$ cat src/hdl/dpll_ref_path_regs.svh
// Constants for the reference path control block: timing, slope steps, codes.
// Assumes a 125 MHz system clock; included by bare name.
`ifndef DPLL_REF_PATH_REGS_SVH
`define DPLL_REF_PATH_REGS_SVH
`define CLK_PERIOD_NS 32'h0000_0008
`define TICK_TIME_US 32'h0000_03E8
`define TICK_CYCLES (`TICK_TIME_US * 32'h0000_03E8 / `CLK_PERIOD_NS)
// Slope steps in femtoseconds of phase per 1 ms tick.
`define SLOPE_61US 32'h03A2_C940
`define SLOPE_885NS 32'h000D_8108
`define SLOPE_7U5S 32'h0072_70E0
`define SLOPE_UNLIM 32'h5372_4E00
`define SLOPE_1NS 32'h0000_03E8
`define SLOPE_5NS 32'h0000_1388
`define SLOPE_10NS 32'h0000_2710
`define SLOPE_PROG_LSB_FS 8'h58
`define SLOPE_CODE_PROG 3'h7
`define AVG_SHIFT 5'h11
`define SYNC_FIRST_PIN 4'h2
`define SYNC_LAST_PIN 4'hD
`define COMP_8K_RATIO 3'h7
`define HF_SEL_DIV4 2'h1
`define HF_SEL_DIV5 2'h2
`define FREQ_8K 4'h0
`define FREQ_T1E1 4'h1
`define FREQ_6M48 4'h2
`define FREQ_2K 4'h9
`define FREQ_4K 4'hA
`define FREQ_1PPS 4'hB
`define FREQ_6M25 4'hC
`endif

$ cat src/hdl/dpll_ref_path_pkg.sv
// Types shared by the reference path control block and its pre-divider.
// Assumes nothing beyond a SystemVerilog compiler.
package dpll_ref_path_pkg;
  typedef enum logic [2:0] {
    T3_FREE = 3'h1,
    T3_LOCK = 3'h2,
    T3_HOLD = 3'h4
  } third_state_t;
  typedef enum logic [2:0] {
    MODE_AUTO = 3'h0,
    MODE_FREE = 3'h1,
    MODE_HOLD = 3'h2,
    MODE_LOCK = 3'h4
  } third_mode_t;
  typedef struct packed {
    logic [3:0] sel;
    logic holdover;
    logic freerun;
    logic signed [31:0] meas_phase;
  } main_loop_in_t;
  typedef struct packed {
    logic [1:0] highfreq_stage_select;
    logic direct_div;
    logic integer_divider_to_8k;
    logic [3:0] freq_code;
    logic [15:0] frac_num;
    logic [15:0] frac_den;
  } prediv_cfg_t;
endpackage

$ cat src/hdl/input_predivider.sv
// One input pre-divider: high-frequency stage, fractional stage, integer stage.
// Assumes the reference level is already synchronised to the system clock.
`timescale 1ns/1ps
`include "dpll_ref_path_regs.svh"
module input_predivider import dpll_ref_path_pkg::*; #(
  parameter bit COMPOSITE = 1'b0,
  parameter bit HF_CAP = 1'b0
) (
  input wire logic clk_i, // system clock
  input wire logic rst_n_i, // synchronised reset, active low
  input wire logic ce_i, // clock enable
  input wire logic ref_lvl_i, // synchronised reference level
  input wire prediv_cfg_t cfg_i, // divider settings
  input wire logic div_wr_lo_i, // write low byte of divide value
  input wire logic div_wr_hi_i, // write bits 14..8 and commit
  input wire logic [7:0] div_wdata_i, // divide value byte
  output logic [3:0] req_code_o, // loop-required frequency code
  output logic reserved_o, // code is reserved
  output logic pulse_o // divided reference pulse
);
  logic lvl_d_r, pulse_r;
  logic [2:0] hf_cnt_r, cmp_cnt_r;
  logic [16:0] acc_r;
  logic [7:0] lo_shadow_r;
  logic [14:0] integer_divide_value_r, dn_cnt_r;
  wire edge_w = ref_lvl_i & ~lvl_d_r;
  wire [2:0] hf_div = (!HF_CAP || COMPOSITE) ? 3'h0 :
    (cfg_i.highfreq_stage_select == `HF_SEL_DIV4) ? 3'h4 :
    (cfg_i.highfreq_stage_select == `HF_SEL_DIV5) ? 3'h5 : 3'h0;
  wire hf_p = edge_w & ((hf_div == 3'h0) | (hf_cnt_r == hf_div - 3'h1));
  wire fec_on = !COMPOSITE && (cfg_i.frac_num != 16'h0) && (cfg_i.frac_den != 16'h0);
  wire [16:0] acc_sum = acc_r + {1'b0, cfg_i.frac_den};
  wire fec_hit = acc_sum >= {1'b0, cfg_i.frac_num};
  wire fec_p = fec_on ? (hf_p & fec_hit) : hf_p;
  wire dn_on = !COMPOSITE && (cfg_i.direct_div | cfg_i.integer_divider_to_8k);
  wire dn_p = dn_on ? (fec_p & (dn_cnt_r == integer_divide_value_r)) : fec_p;
  wire cmp_p = edge_w & (cmp_cnt_r == `COMP_8K_RATIO);
  wire [3:0] code = COMPOSITE ? `FREQ_8K : cfg_i.freq_code;
  assign req_code_o = code;
  assign reserved_o = !(code == `FREQ_8K || code == `FREQ_T1E1 || code == `FREQ_6M48 ||
    code == `FREQ_2K || code == `FREQ_4K || code == `FREQ_1PPS || code == `FREQ_6M25);
  assign pulse_o = pulse_r;
  always_ff @(posedge clk_i or negedge rst_n_i) begin
    if (!rst_n_i) begin
      lvl_d_r <= 1'b0;
      pulse_r <= 1'b0;
      hf_cnt_r <= 3'h0;
      cmp_cnt_r <= 3'h0;
      acc_r <= 17'h0;
      lo_shadow_r <= 8'h0;
      integer_divide_value_r <= 15'h0;
      dn_cnt_r <= 15'h0;
    end else if (ce_i) begin
      lvl_d_r <= ref_lvl_i;
      pulse_r <= COMPOSITE ? cmp_p : dn_p;
      if (edge_w) cmp_cnt_r <= cmp_cnt_r + 3'h1;
      if (edge_w) hf_cnt_r <= hf_p ? 3'h0 : hf_cnt_r + 3'h1;
      if (hf_p && fec_on) acc_r <= fec_hit ? acc_sum - {1'b0, cfg_i.frac_num} : acc_sum;
      if (fec_p && dn_on) dn_cnt_r <= dn_p ? 15'h0 : dn_cnt_r + 15'h1;
      if (div_wr_lo_i) lo_shadow_r <= div_wdata_i;
      if (div_wr_hi_i) integer_divide_value_r <= {div_wdata_i[6:0], lo_shadow_r};
    end
  end
endmodule

$ cat src/hdl/dpll_reference_path_control.sv
// Reference path control: glitch-free switching and phase slope limiting for
// the two main loops, third loop mode machine and holdover, frequency clamp,
// composite violation flags, sync pin selection and the input pre-dividers.
// Assumes loop measurements and monitor events arrive on ref_clk_i; only the
// reference pins and rstn_i are asynchronous.
`timescale 1ns/1ps
`include "dpll_ref_path_regs.svh"
module dpll_reference_path_control import dpll_ref_path_pkg::*; #(
  parameter int TICK_CYCLES = `TICK_CYCLES
) (
  input wire logic ref_clk_i, // system clock, 125 MHz
  input wire logic rstn_i, // asynchronous reset, active low
  input wire logic ce_i, // clock enable, freezes all state except the reset synchroniser when low
  input wire logic [13:0] ref_pin_i, // reference input pins
  input wire main_loop_in_t [1:0] loop_in_i, // main loop selection and phase
  input wire logic [1:0] glitchfree_switch_enable_i, // glitch-free switching on
  input wire logic [1:0] glitchfree_switch_freeze_i, // hold stored offset
  input wire logic [1:0][2:0] phase_slope_code_i, // slope limit code
  input wire logic [1:0][23:0] phase_slope_programmed_value_i, // programmed slope
  input wire logic [1:0][31:0] main_freq_i, // main loop frequency words
  input wire logic [31:0] freq_hard_limit_i, // hard frequency limit
  input wire logic [2:0] third_loop_mode_select_i, // third loop mode
  input wire logic third_loop_powerdown_i, // third loop power-down
  input wire logic third_loop_average_holdover_i, // averaged holdover
  input wire logic [3:0] third_sel_i, // third loop selected input, 0 none
  input wire logic third_sel_qualified_i, // selected input is qualified
  input wire logic signed [31:0] third_int_path_i, // third loop integral path
  input wire logic composite_low_tone_select_i, // expect 0.4 kHz tone
  input wire logic [1:0] composite_violation_evt_i, // structure violation seen
  input wire logic [1:0] composite_violation_clr_i, // clear violation flag
  input wire logic [1:0] composite_violation_mask_i, // 1 lets flag interrupt
  input wire logic [1:0][3:0] sync_select_i, // sync pin per main loop
  input wire prediv_cfg_t [13:0] prediv_cfg_i, // pre-divider settings
  input wire logic [13:0] div_wr_lo_i, // divide value low byte strobe
  input wire logic [13:0] div_wr_hi_i, // divide value high bits strobe
  input wire logic [7:0] div_wdata_i, // divide value byte
  output logic [1:0] glitchfree_switch_event_o, // switching event pulse
  output logic [1:0][31:0] phase_comp_o, // phase compensation, fs
  output logic [1:0][31:0] main_freq_o, // clamped main frequency
  output third_state_t third_state_o, // third loop state
  output logic [31:0] third_freq_o, // clamped third loop frequency
  output logic composite_tone_cfg_o, // tone setting to the receiver
  output logic composite_one_violation_o, // sticky flag, input one
  output logic composite_two_violation_o, // sticky flag, input two
  output logic int_req_o, // interrupt request, active high
  output logic [1:0] sync_pulse_o, // sync edge pulse per main loop
  output logic [13:0] div_pulse_o, // divided reference pulses
  output logic [13:0][3:0] req_code_o, // loop-required frequency codes
  output logic [13:0] freq_code_reserved_o // reserved code in use
);
  logic rst_meta_r, rst_n;
  logic [13:0] pin_meta_r, pin_r;
  logic [16:0] tick_cnt_r;
  wire tick = tick_cnt_r == TICK_CYCLES[16:0] - 17'h1;

  function automatic logic [31:0] slope_step(input logic [2:0] c, input logic [23:0] p);
    unique case (c)
      3'h0: slope_step = `SLOPE_61US;
      3'h1: slope_step = `SLOPE_885NS;
      3'h2: slope_step = `SLOPE_7U5S;
      3'h3: slope_step = `SLOPE_UNLIM;
      3'h4: slope_step = `SLOPE_1NS;
      3'h5: slope_step = `SLOPE_5NS;
      3'h6: slope_step = `SLOPE_10NS;
      default: slope_step = p * `SLOPE_PROG_LSB_FS;
    endcase
  endfunction

  function automatic logic [31:0] clamp(input logic signed [31:0] f,
                                        input logic signed [31:0] lim);
    if (f > lim) clamp = lim;
    else if (f < -lim) clamp = -lim;
    else clamp = f;
  endfunction

  always_ff @(posedge ref_clk_i or negedge rstn_i) begin
    if (!rstn_i) begin
      rst_meta_r <= 1'b0;
      rst_n <= 1'b0;
    end else begin
      rst_meta_r <= 1'b1;
      rst_n <= rst_meta_r;
    end
  end

  // The tick paces slope limiting and averaging; 1 ms keeps step sizes exact.
  always_ff @(posedge ref_clk_i or negedge rst_n) begin
    if (!rst_n) begin
      pin_meta_r <= 14'h0;
      pin_r <= 14'h0;
      tick_cnt_r <= 17'h0;
    end else if (ce_i) begin
      pin_meta_r <= ref_pin_i;
      pin_r <= pin_meta_r;
      tick_cnt_r <= tick ? 17'h0 : tick_cnt_r + 17'h1;
    end
  end

  // Main loops: glitch-free switching, slope limit, sync pin, frequency clamp.
  genvar g;
  generate
    for (g = 0; g < 2; g++) begin : main_loop
      logic [3:0] sel_d_r;
      logic hold_d_r, free_d_r, evt_r, sync_d_r, sync_p_r;
      logic signed [31:0] offset_r, offset_nxt;
      logic [31:0] freq_r;
      wire main_loop_in_t li = loop_in_i[g];
      wire exit_idle = (hold_d_r | free_d_r) & ~(li.holdover | li.freerun);
      wire evt = glitchfree_switch_enable_i[g] & ((li.sel != sel_d_r) | exit_idle);
      wire take = evt & ~glitchfree_switch_freeze_i[g];
      wire [31:0] step = slope_step(phase_slope_code_i[g],
                                    phase_slope_programmed_value_i[g]);
      wire signed [31:0] sstep = step;
      wire sync_ok = sync_select_i[g] >= `SYNC_FIRST_PIN && sync_select_i[g] <= `SYNC_LAST_PIN;
      wire sync_lvl = sync_ok & pin_r[sync_select_i[g]];
      always_comb begin
        offset_nxt = offset_r;
        if (take) offset_nxt = li.meas_phase;
        else if (!glitchfree_switch_enable_i[g] && tick) begin
          if (offset_r > sstep) offset_nxt = offset_r - sstep;
          else if (offset_r < -sstep) offset_nxt = offset_r + sstep;
          else offset_nxt = 32'sh0;
        end
      end
      always_ff @(posedge ref_clk_i or negedge rst_n) begin
        if (!rst_n) begin
          sel_d_r <= 4'h0;
          hold_d_r <= 1'b0;
          free_d_r <= 1'b1;
          evt_r <= 1'b0;
          offset_r <= 32'sh0;
          freq_r <= 32'h0;
          sync_d_r <= 1'b0;
          sync_p_r <= 1'b0;
        end else if (ce_i) begin
          sel_d_r <= li.sel;
          hold_d_r <= li.holdover;
          free_d_r <= li.freerun;
          evt_r <= evt;
          offset_r <= offset_nxt;
          freq_r <= clamp(main_freq_i[g], freq_hard_limit_i);
          sync_d_r <= sync_lvl;
          sync_p_r <= sync_lvl & ~sync_d_r;
        end
      end
      assign glitchfree_switch_event_o[g] = evt_r;
      assign phase_comp_o[g] = offset_r;
      assign main_freq_o[g] = freq_r;
      assign sync_pulse_o[g] = sync_p_r;
    end
  endgenerate

  // Third loop operating mode.
  third_state_t state_r, state_nxt, auto_nxt;
  logic [3:0] t3_sel_d_r;
  logic signed [31:0] avg_r, hold_r, t3_raw;
  logic [31:0] t3_freq_r;
  wire sel_ok = (third_sel_i != 4'h0) & third_sel_qualified_i;
  wire leave_lock = ~sel_ok | (third_sel_i != t3_sel_d_r);
  wire enter_hold = (state_nxt == T3_HOLD) & (state_r != T3_HOLD);
  wire signed [31:0] avg_delta = (third_int_path_i - avg_r) >>> `AVG_SHIFT;

  always_comb begin
    auto_nxt = state_r;
    unique case (state_r)
      T3_FREE: if (sel_ok) auto_nxt = T3_LOCK;
      T3_LOCK: if (leave_lock) auto_nxt = T3_HOLD;
      T3_HOLD: if (sel_ok) auto_nxt = T3_LOCK;
      default: auto_nxt = T3_FREE;
    endcase
  end

  always_comb begin
    state_nxt = state_r;
    if (third_loop_powerdown_i) state_nxt = T3_FREE;
    else begin
      unique case (third_loop_mode_select_i)
        MODE_AUTO: state_nxt = auto_nxt;
        MODE_FREE: state_nxt = T3_FREE;
        MODE_HOLD: state_nxt = T3_HOLD;
        MODE_LOCK: state_nxt = T3_LOCK;
        default: state_nxt = state_r;
      endcase
    end
  end

  // Free-run carries no offset; an off loop also drives zero.
  always_comb begin
    t3_raw = 32'sh0;
    if (!third_loop_powerdown_i) begin
      if (state_r == T3_LOCK) t3_raw = third_int_path_i;
      else if (state_r == T3_HOLD) t3_raw = hold_r;
    end
  end

  // The average only learns while locked, so holdover never feeds itself.
  always_ff @(posedge ref_clk_i or negedge rst_n) begin
    if (!rst_n) begin
      state_r <= T3_FREE;
      t3_sel_d_r <= 4'h0;
      avg_r <= 32'sh0;
      hold_r <= 32'sh0;
      t3_freq_r <= 32'h0;
    end else if (ce_i) begin
      state_r <= state_nxt;
      t3_sel_d_r <= third_sel_i;
      if (state_r == T3_LOCK && tick) avg_r <= avg_r + avg_delta;
      if (enter_hold)
        hold_r <= third_loop_average_holdover_i ? avg_r : third_int_path_i;
      t3_freq_r <= clamp(t3_raw, freq_hard_limit_i);
    end
  end
  assign third_state_o = state_r;
  assign third_freq_o = t3_freq_r;

  // Composite violation flags: an event in the clearing cycle wins.
  logic [1:0] viol_r;
  logic tone_r;
  wire [1:0] viol_nxt = composite_violation_evt_i | (viol_r & ~composite_violation_clr_i);
  always_ff @(posedge ref_clk_i or negedge rst_n) begin
    if (!rst_n) begin
      viol_r <= 2'h0;
      tone_r <= 1'b0;
    end else if (ce_i) begin
      viol_r <= viol_nxt;
      tone_r <= composite_low_tone_select_i;
    end
  end
  assign composite_one_violation_o = viol_r[0];
  assign composite_two_violation_o = viol_r[1];
  assign int_req_o = |(viol_r & composite_violation_mask_i);
  assign composite_tone_cfg_o = tone_r;

  generate
    for (g = 0; g < 14; g++) begin : prediv
      input_predivider #(
        .COMPOSITE(g < 2),
        .HF_CAP(g >= 2 && g < 8)
      ) u_div (
        .clk_i(ref_clk_i),
        .rst_n_i(rst_n),
        .ce_i(ce_i),
        .ref_lvl_i(pin_r[g]),
        .cfg_i(prediv_cfg_i[g]),
        .div_wr_lo_i(div_wr_lo_i[g]),
        .div_wr_hi_i(div_wr_hi_i[g]),
        .div_wdata_i(div_wdata_i),
        .req_code_o(req_code_o[g]),
        .reserved_o(freq_code_reserved_o[g]),
        .pulse_o(div_pulse_o[g])
      );
    end
  endgenerate
endmodule

$ cat config.mk
export PLATFORM = sky130hd
export DESIGN_NAME = dpll_reference_path_control
export DESIGN_NICKNAME = d
export VERILOG_FILES = /design/src/hdl/dpll_ref_path_pkg.sv /design/src/hdl/input_predivider.sv /design/src/hdl/dpll_reference_path_control.sv
export VERILOG_INCLUDE_DIRS = /design/src /design/src/hdl
export SDC_FILE = /design/constraint.sdc
export NUM_CORES = 2
export LEC_CHECK = 0
export BUFFER_PORTS_ARGS = -buffer_cell sky130_fd_sc_hd__buf_2
export CELL_PAD_IN_SITES_DETAIL_PLACEMENT = 0
export CELL_PAD_IN_SITES_GLOBAL_PLACEMENT = 1
export CORE_MARGIN = 8
export CORE_UTILIZATION = 45
export DETAILED_ROUTE_END_ITERATION = 6
export PLACE_DENSITY = 0.83
export SLEW_MARGIN = 0
export SYNTH_ARGS = -nofsm -noshare
export SYNTH_HDL_FRONTEND = slang
export SYNTH_SLANG_ARGS = --single-unit
export TNS_END_PERCENT = 100
$ cat constraint.sdc
create_clock -name ref_clk_i -period 41.3 [get_ports ref_clk_i]
set_input_delay 8.26 -clock ref_clk_i [delete_from_list [all_inputs] [get_ports ref_clk_i]]
set_output_delay 8.26 -clock ref_clk_i [all_outputs]
set_load 0.01 [all_outputs]
# --- Word-level counts from Yosys, hierarchy flattened ---
# Index checks and enable logic that the tools add are counted.
op_classes:
  n_addsub: 60
  multipliers: 2
  magnitude_cmp: 28
  eq_ne: 128
  muxes: 96
  n_bitwise: 108
  reduce_logical: 237
op_table:
  columns: ["op", "count"]
  rows:
  - ["$mux 32", 18]
  - ["$pmux 31 s7", 2]
  - ["$reduce_bool 16->1", 24]
  - ["$mux 17", 13]
  - ["$add 17x16->17", 12]
  - ["$ge 17x16->1", 12]
  - ["$sub 17x16->17", 12]
  - ["$eq 4x4->1 const B", 48]
  - ["$add 15x1->15 const B", 12]
  - ["$eq 15x15->1", 12]
  - ["$mux 15", 12]
  - ["$gt 32x32->1", 5]
  - ["$lt 32x32->1", 5]
  - ["$reduce_and 2->1", 60]
  - ["$neg 32->32", 3]
  - ["$sub 32x32->32", 3]
  - ["$logic_or 1x1->1", 72]
  - ["$add 32x32->32", 2]
  - ["$mux 3", 21]
  - ["$and 1x1->1", 58]
  - ["$mul 24x4->28 const B", 2]
  - ["$eq 4x1->1 const B", 12]
  - ["$eq 4x2->1 const B", 12]
  - ["$logic_not 4->1", 12]
  - ["31 further kinds", 215]
word_totals:
  regBits: 1011
  input_bits: 900
  out_inout_bits: 255
  word_cells: 771

# --- Logic depth before layout (Yosys ltp) ---
logic_depth:
  word_depth: 12
  mapped_depth: 32

# --- By module ---
# Synthesis repeated with hierarchy kept, for this count alone.
hier_totals:
  cells_unflattened: 10558
  area_unflattened_um2: 91719.2
by_module_without_submodules:
  columns: ["mod", "n_inst", "cells_each", "area_per_inst_um2"]
  rows:
  - ["dpll_reference_path_control", 1, 4432, 35625.4]
  - ["input_predivider at prediv[2].u_div ...", 6, 502, 4660.7]
  - ["input_predivider at prediv[12].u_div ...", 3, 525, 4628.2]
  - ["input_predivider at prediv[10].u_div ...", 2, 501, 4605.7]
  - ["input_predivider at prediv[9].u_div", 1, 495, 4475.5]
  - ["input_predivider at prediv[0].u_div ...", 2, 21, 279.0]

# --- Worst setup path before layout ---
# No wires, ideal clock.
synth_path:
  path_kind: "input-to-output"
  start: "in prediv_cfg_i[433] (netlist name)"
  end: "out freq_code_reserved_o[10]"
  t_arrival_ps: 8961
  required_ps: 33040
  path_slack_ps: 24079
  path_stages: 3
  n_path_buf: 1
  cell_sequence: "or4_1 -> nand3_1 -> buf_4"
synth_between:
  elab_chain_len: 8
  word_cells_on_any_way: 14
  classes_between: "6 x eq/ne; 8 x reduce/logical"
synth_rtl:
  columns: ["element", "line", "source"]
  rows:
  - ["start: declaration", "dpll_reference_path_control.sv:33", "input wire prediv_cfg_t [13:0] prediv_cfg_i,"]
  - ["$eq 4x1->1 (no line) / $logic_not 4->1 (equally long branches)", null, null]
  - ["$logic_or 1x1->1 (no line) (5 in a row)", null, null]
  - ["$logic_or 1x1->1 (no line) *", null, null]
  - ["$logic_not 1->1 *", "input_predivider.sv:40", "assign reserved_o = !(code == `FREQ_8K || code == `FREQ_T1E1 || code == `FREQ_6M48 ||"]
  - ["end: declaration", "dpll_reference_path_control.sv:49", "output logic [13:0] freq_code_reserved_o"]
# Mark *: on every way between the ends. The rest lies on a longest branch, timed or not.

# --- Worst setup path after layout ---
layout_path:
  start: "in prediv_cfg_i[235] (netlist name)"
  end: "out freq_code_reserved_o[5]"
# Same word-level chain as after synthesis.

==> results.cfg <==
[run_status]
status = finished clean

[logic_synthesis]
ys_types = 127
synth_adder_area_share = 0.1487
synth_area_leaders = dfrtp_1 28%, ha_1 13%, o21ai_0 4.6%
synth_ff_type = dfrtp_1
yosysTopAreaCell = dfrtp_1
synth_warnings = 0
synth-xor-area-share = 0.06930
synth_top_family_by_area = compound AO/OA/AOI/OAI gates
synth_seq_cells = 1011
synthArstFlopShare = 1.000
yosysTopAreaCellShare = 0.2827
synth_area_sq_um = 89230
synth.mux.area_fraction = 0.07464
synth-simple-area-share = 0.1678
synth.avg_cell_area_sq_um = 8.569
ys_seq_area_frac = 0.2836
synth_edf_count = 0
synthCells = 10410
synth_compound_area_frac = 0.1977

[worst_setup_path]
startpoint_type = input port
arrival_ps = 9170
cp.required_ps = 33040
critPathKind = input port to output port
end_kind = output port
critical_path_peak_fanout = 3

[cells_and_area]
final_cell_mix = 1,047 x buf_2, 1,007 x dfrtp_1, 946 x ha_1, 821 x inv_1, 814 x o21ai_0
nFillCells = 18750
final_common_cell = buf_2
drive_gt1_frac = 0.1652
area_growth_syn_to_layout_pct = 13.39
num-nets-final = 13160

[die]
start_util = 0.4524
placementRows = 163
fp.coreArea_sq_um = 197200
die_w_um = 461.3
fp.dieArea_sq_um = 212800
io-pin-count = 1155
die_y_um = 461.3

[global_route]
overflow = 0
first_global_vias = 80130
track_usage = 0.2700
antenna_found_initial = 127
grt_max_degree = 81
grt_pass1_wl_um = 462000

[detailed_routing]
wire_per_inst_um = 21.47
drc = 0
first_pass_iters = 6
antenna_left = 0
viasPerCell = 5.813
drtIter0Drc = 5924
vias = 81800
postRouteWirelength_um = 302200

[sta]
slew_viol_final = 0
setup_slack_ps = 23870
fin_skew_ps = 34.81
finalCritPeriodShare = 0.4220
period_minus_slack_ps = 17430
timing.fmax_mhz = 57.38
fin_setup_tns_ps = 0
hold_violations = 0
worst_pin_slew_ps = 1245
setup_viol = 0
rsz0062_at_grt = false
slew_headroom = 0.1669

[clock_tree]
cts_tree = yes
htree_levels = 4
cts_root_buf = clkbuf_16
cts_buffer_depth = 3
numClockSinks = 1011
cts_made_buffers = 132
cts_setup_buffers = 0
cts_resized = 0
clk_pin_slew_ps = 50
hold_buffers = 0
clk-insertion-delay-late_ps = 780

[place]
hpwlAfterDp_um = 239700
gp_congestion = 0.9871
dpl_worst_slack_ps = 23880
portBuffers = 1048

[power_and_ir_drop]
ir_drop_mv = 0.04708
p_per_area_nw_per_um2 = 67.92
p_total_uw = 6872
power.static_leakage_uw = 0.04863

[hold_path]
hold_path.class = flip-flop to asynchronous set/reset pin

[job]
cap_violations = 0
-- layout make-up --
| class | instances | area [sq um] | share of cell area |
|---|---|---|---|
| Multi-Input combinational cell | 8158 | 58860 | 0.5818 |
| Sequential cell | 1011 | 25310 | 0.2501 |
| Timing Repair Buffer | 1120 | 5796 | 0.05729 |
| Clock buffer | 176 | 3751 | 0.03708 |
| Tap cell | 2640 | 3303 | 0.03265 |
| Inverter | 823 | 3094 | 0.03058 |
| Clock inverter | 57 | 839.6 | 0.008298 |
| Antenna cell | 86 | 215.2 | 0.002127 |
-- worst max-delay path: stages --
cell and delay (ps):
buf_2 120, inv_1 50, or4_1 460, nand3_1 120, buf_2 150
-- metal layers --
| metal | vias to the layer above | routed length (um) | GRT usage |
|---|---|---|---|
| met3 | 605 | 20220 | 0.04904 |
| met4 | 36 | 13340 | 0.1165 |
| met5 | - | 209 | 0 |
| met1 | 39480 | 129400 | 0.3522 |
| met2 | 2498 | 139000 | 0.4392 |
| li1 | 39180 | - | - |
-- path summary, 6_finish.rpt --
| path | start | slack, ps | endpoint | depth (start not counted) |
|---|---|---|---|---|
| worst max register to register | avg_r[8]$_DFFE_PN0P_ | 35020 | avg_r[28]$_DFFE_PN0P_ | 25 |
| min in group ref_clk_i | rst_meta_r$_DFF_PN0_ | 340 | rst_n$_DFF_PN0_ | 0 |
| worst min register to register | rst_n$_DFF_PN0_ | 340 | prediv[4].u_div.acc_r[10]$_DFFE_PN0P_ | 0 |
| worst min-delay path | rst_n$_DFF_PN0_ | 340 | prediv[4].u_div.acc_r[10]$_DFFE_PN0P_ | 0 |
| worst max-delay path | prediv_cfg_i[235] | 23870 | freq_code_reserved_o[5] | 5 |
| max in group asynchronous | rstn_i | 33940 | rst_n$_DFF_PN0_ | 1 |
-- per-stage QoR --
| step | utilization | hold slack [ps] | area (sq um) | std cells |
|---|---|---|---|---|
| 2_1_floorplan | - | 331.2 | 89260 | 10420 |
| 3_3_place_gp | 0.4886 | 338.4 | 96360 | 13750 |
| 3_5_place_dp | 0.4886 | 340.3 | 96360 | 13750 |
| 4_1_cts | 0.5119 | 348.7 | 101000 | 13990 |
| 5_1_grt | 0.5125 | 359.9 | 101100 | 14040 |
| 6_report | 0.5130 | 335.9 | 101200 | 14070 |
-- cells by family after synthesis --
kind of cell	after synthesis
flip-flops	1011
XOR/XNOR	706
AND/OR/NAND/NOR	3052
buffers and inverters	1253
AO/OA/AOI/OAI	2756
adder cells (fa/ha/maj)	1018
other	2
multiplexers	615
-- cells in the mapped netlist (111+ instances only) --
cell and instances:
clkbuf_1 262, ha_1 946, dfrtp_1 1008, mux2_2 362, a21oi_1 656, inv_1 821, mux2i_1 248, nor2_1 775
xor2_1 244, nor3_1 200, a21o_1 263, nor2b_1 133, xnor2_1 462, o21ai_0 815, nand4_1 162, nand2_1 803
nand3_1 223, and3_1 144, a31oi_1 111, nand2b_1 140, nor4_1 164
-- state kept, by name, indices dropped and copies added, names as in the netlist, 32 cells and up --
register / count
prediv.u_div.acc_r: 204
prediv.u_div.integer_divide_value_r: 180
prediv.u_div.lo_shadow_r: 96
prediv.u_div.dn_cnt_r: 180
avg_r: 32
third_freq_o: 32
hold_r: 32
main_loop.offset_r: 64
main_loop.freq_r: 64
-- power breakdown --
group / switching, uW / internal (uW)
sequential: 236 / 1230
clock: 490 / 731
combinational: 2410 / 1780
total: 3130 / 3740
Note: power is estimated with default switching activity, not from simulation.
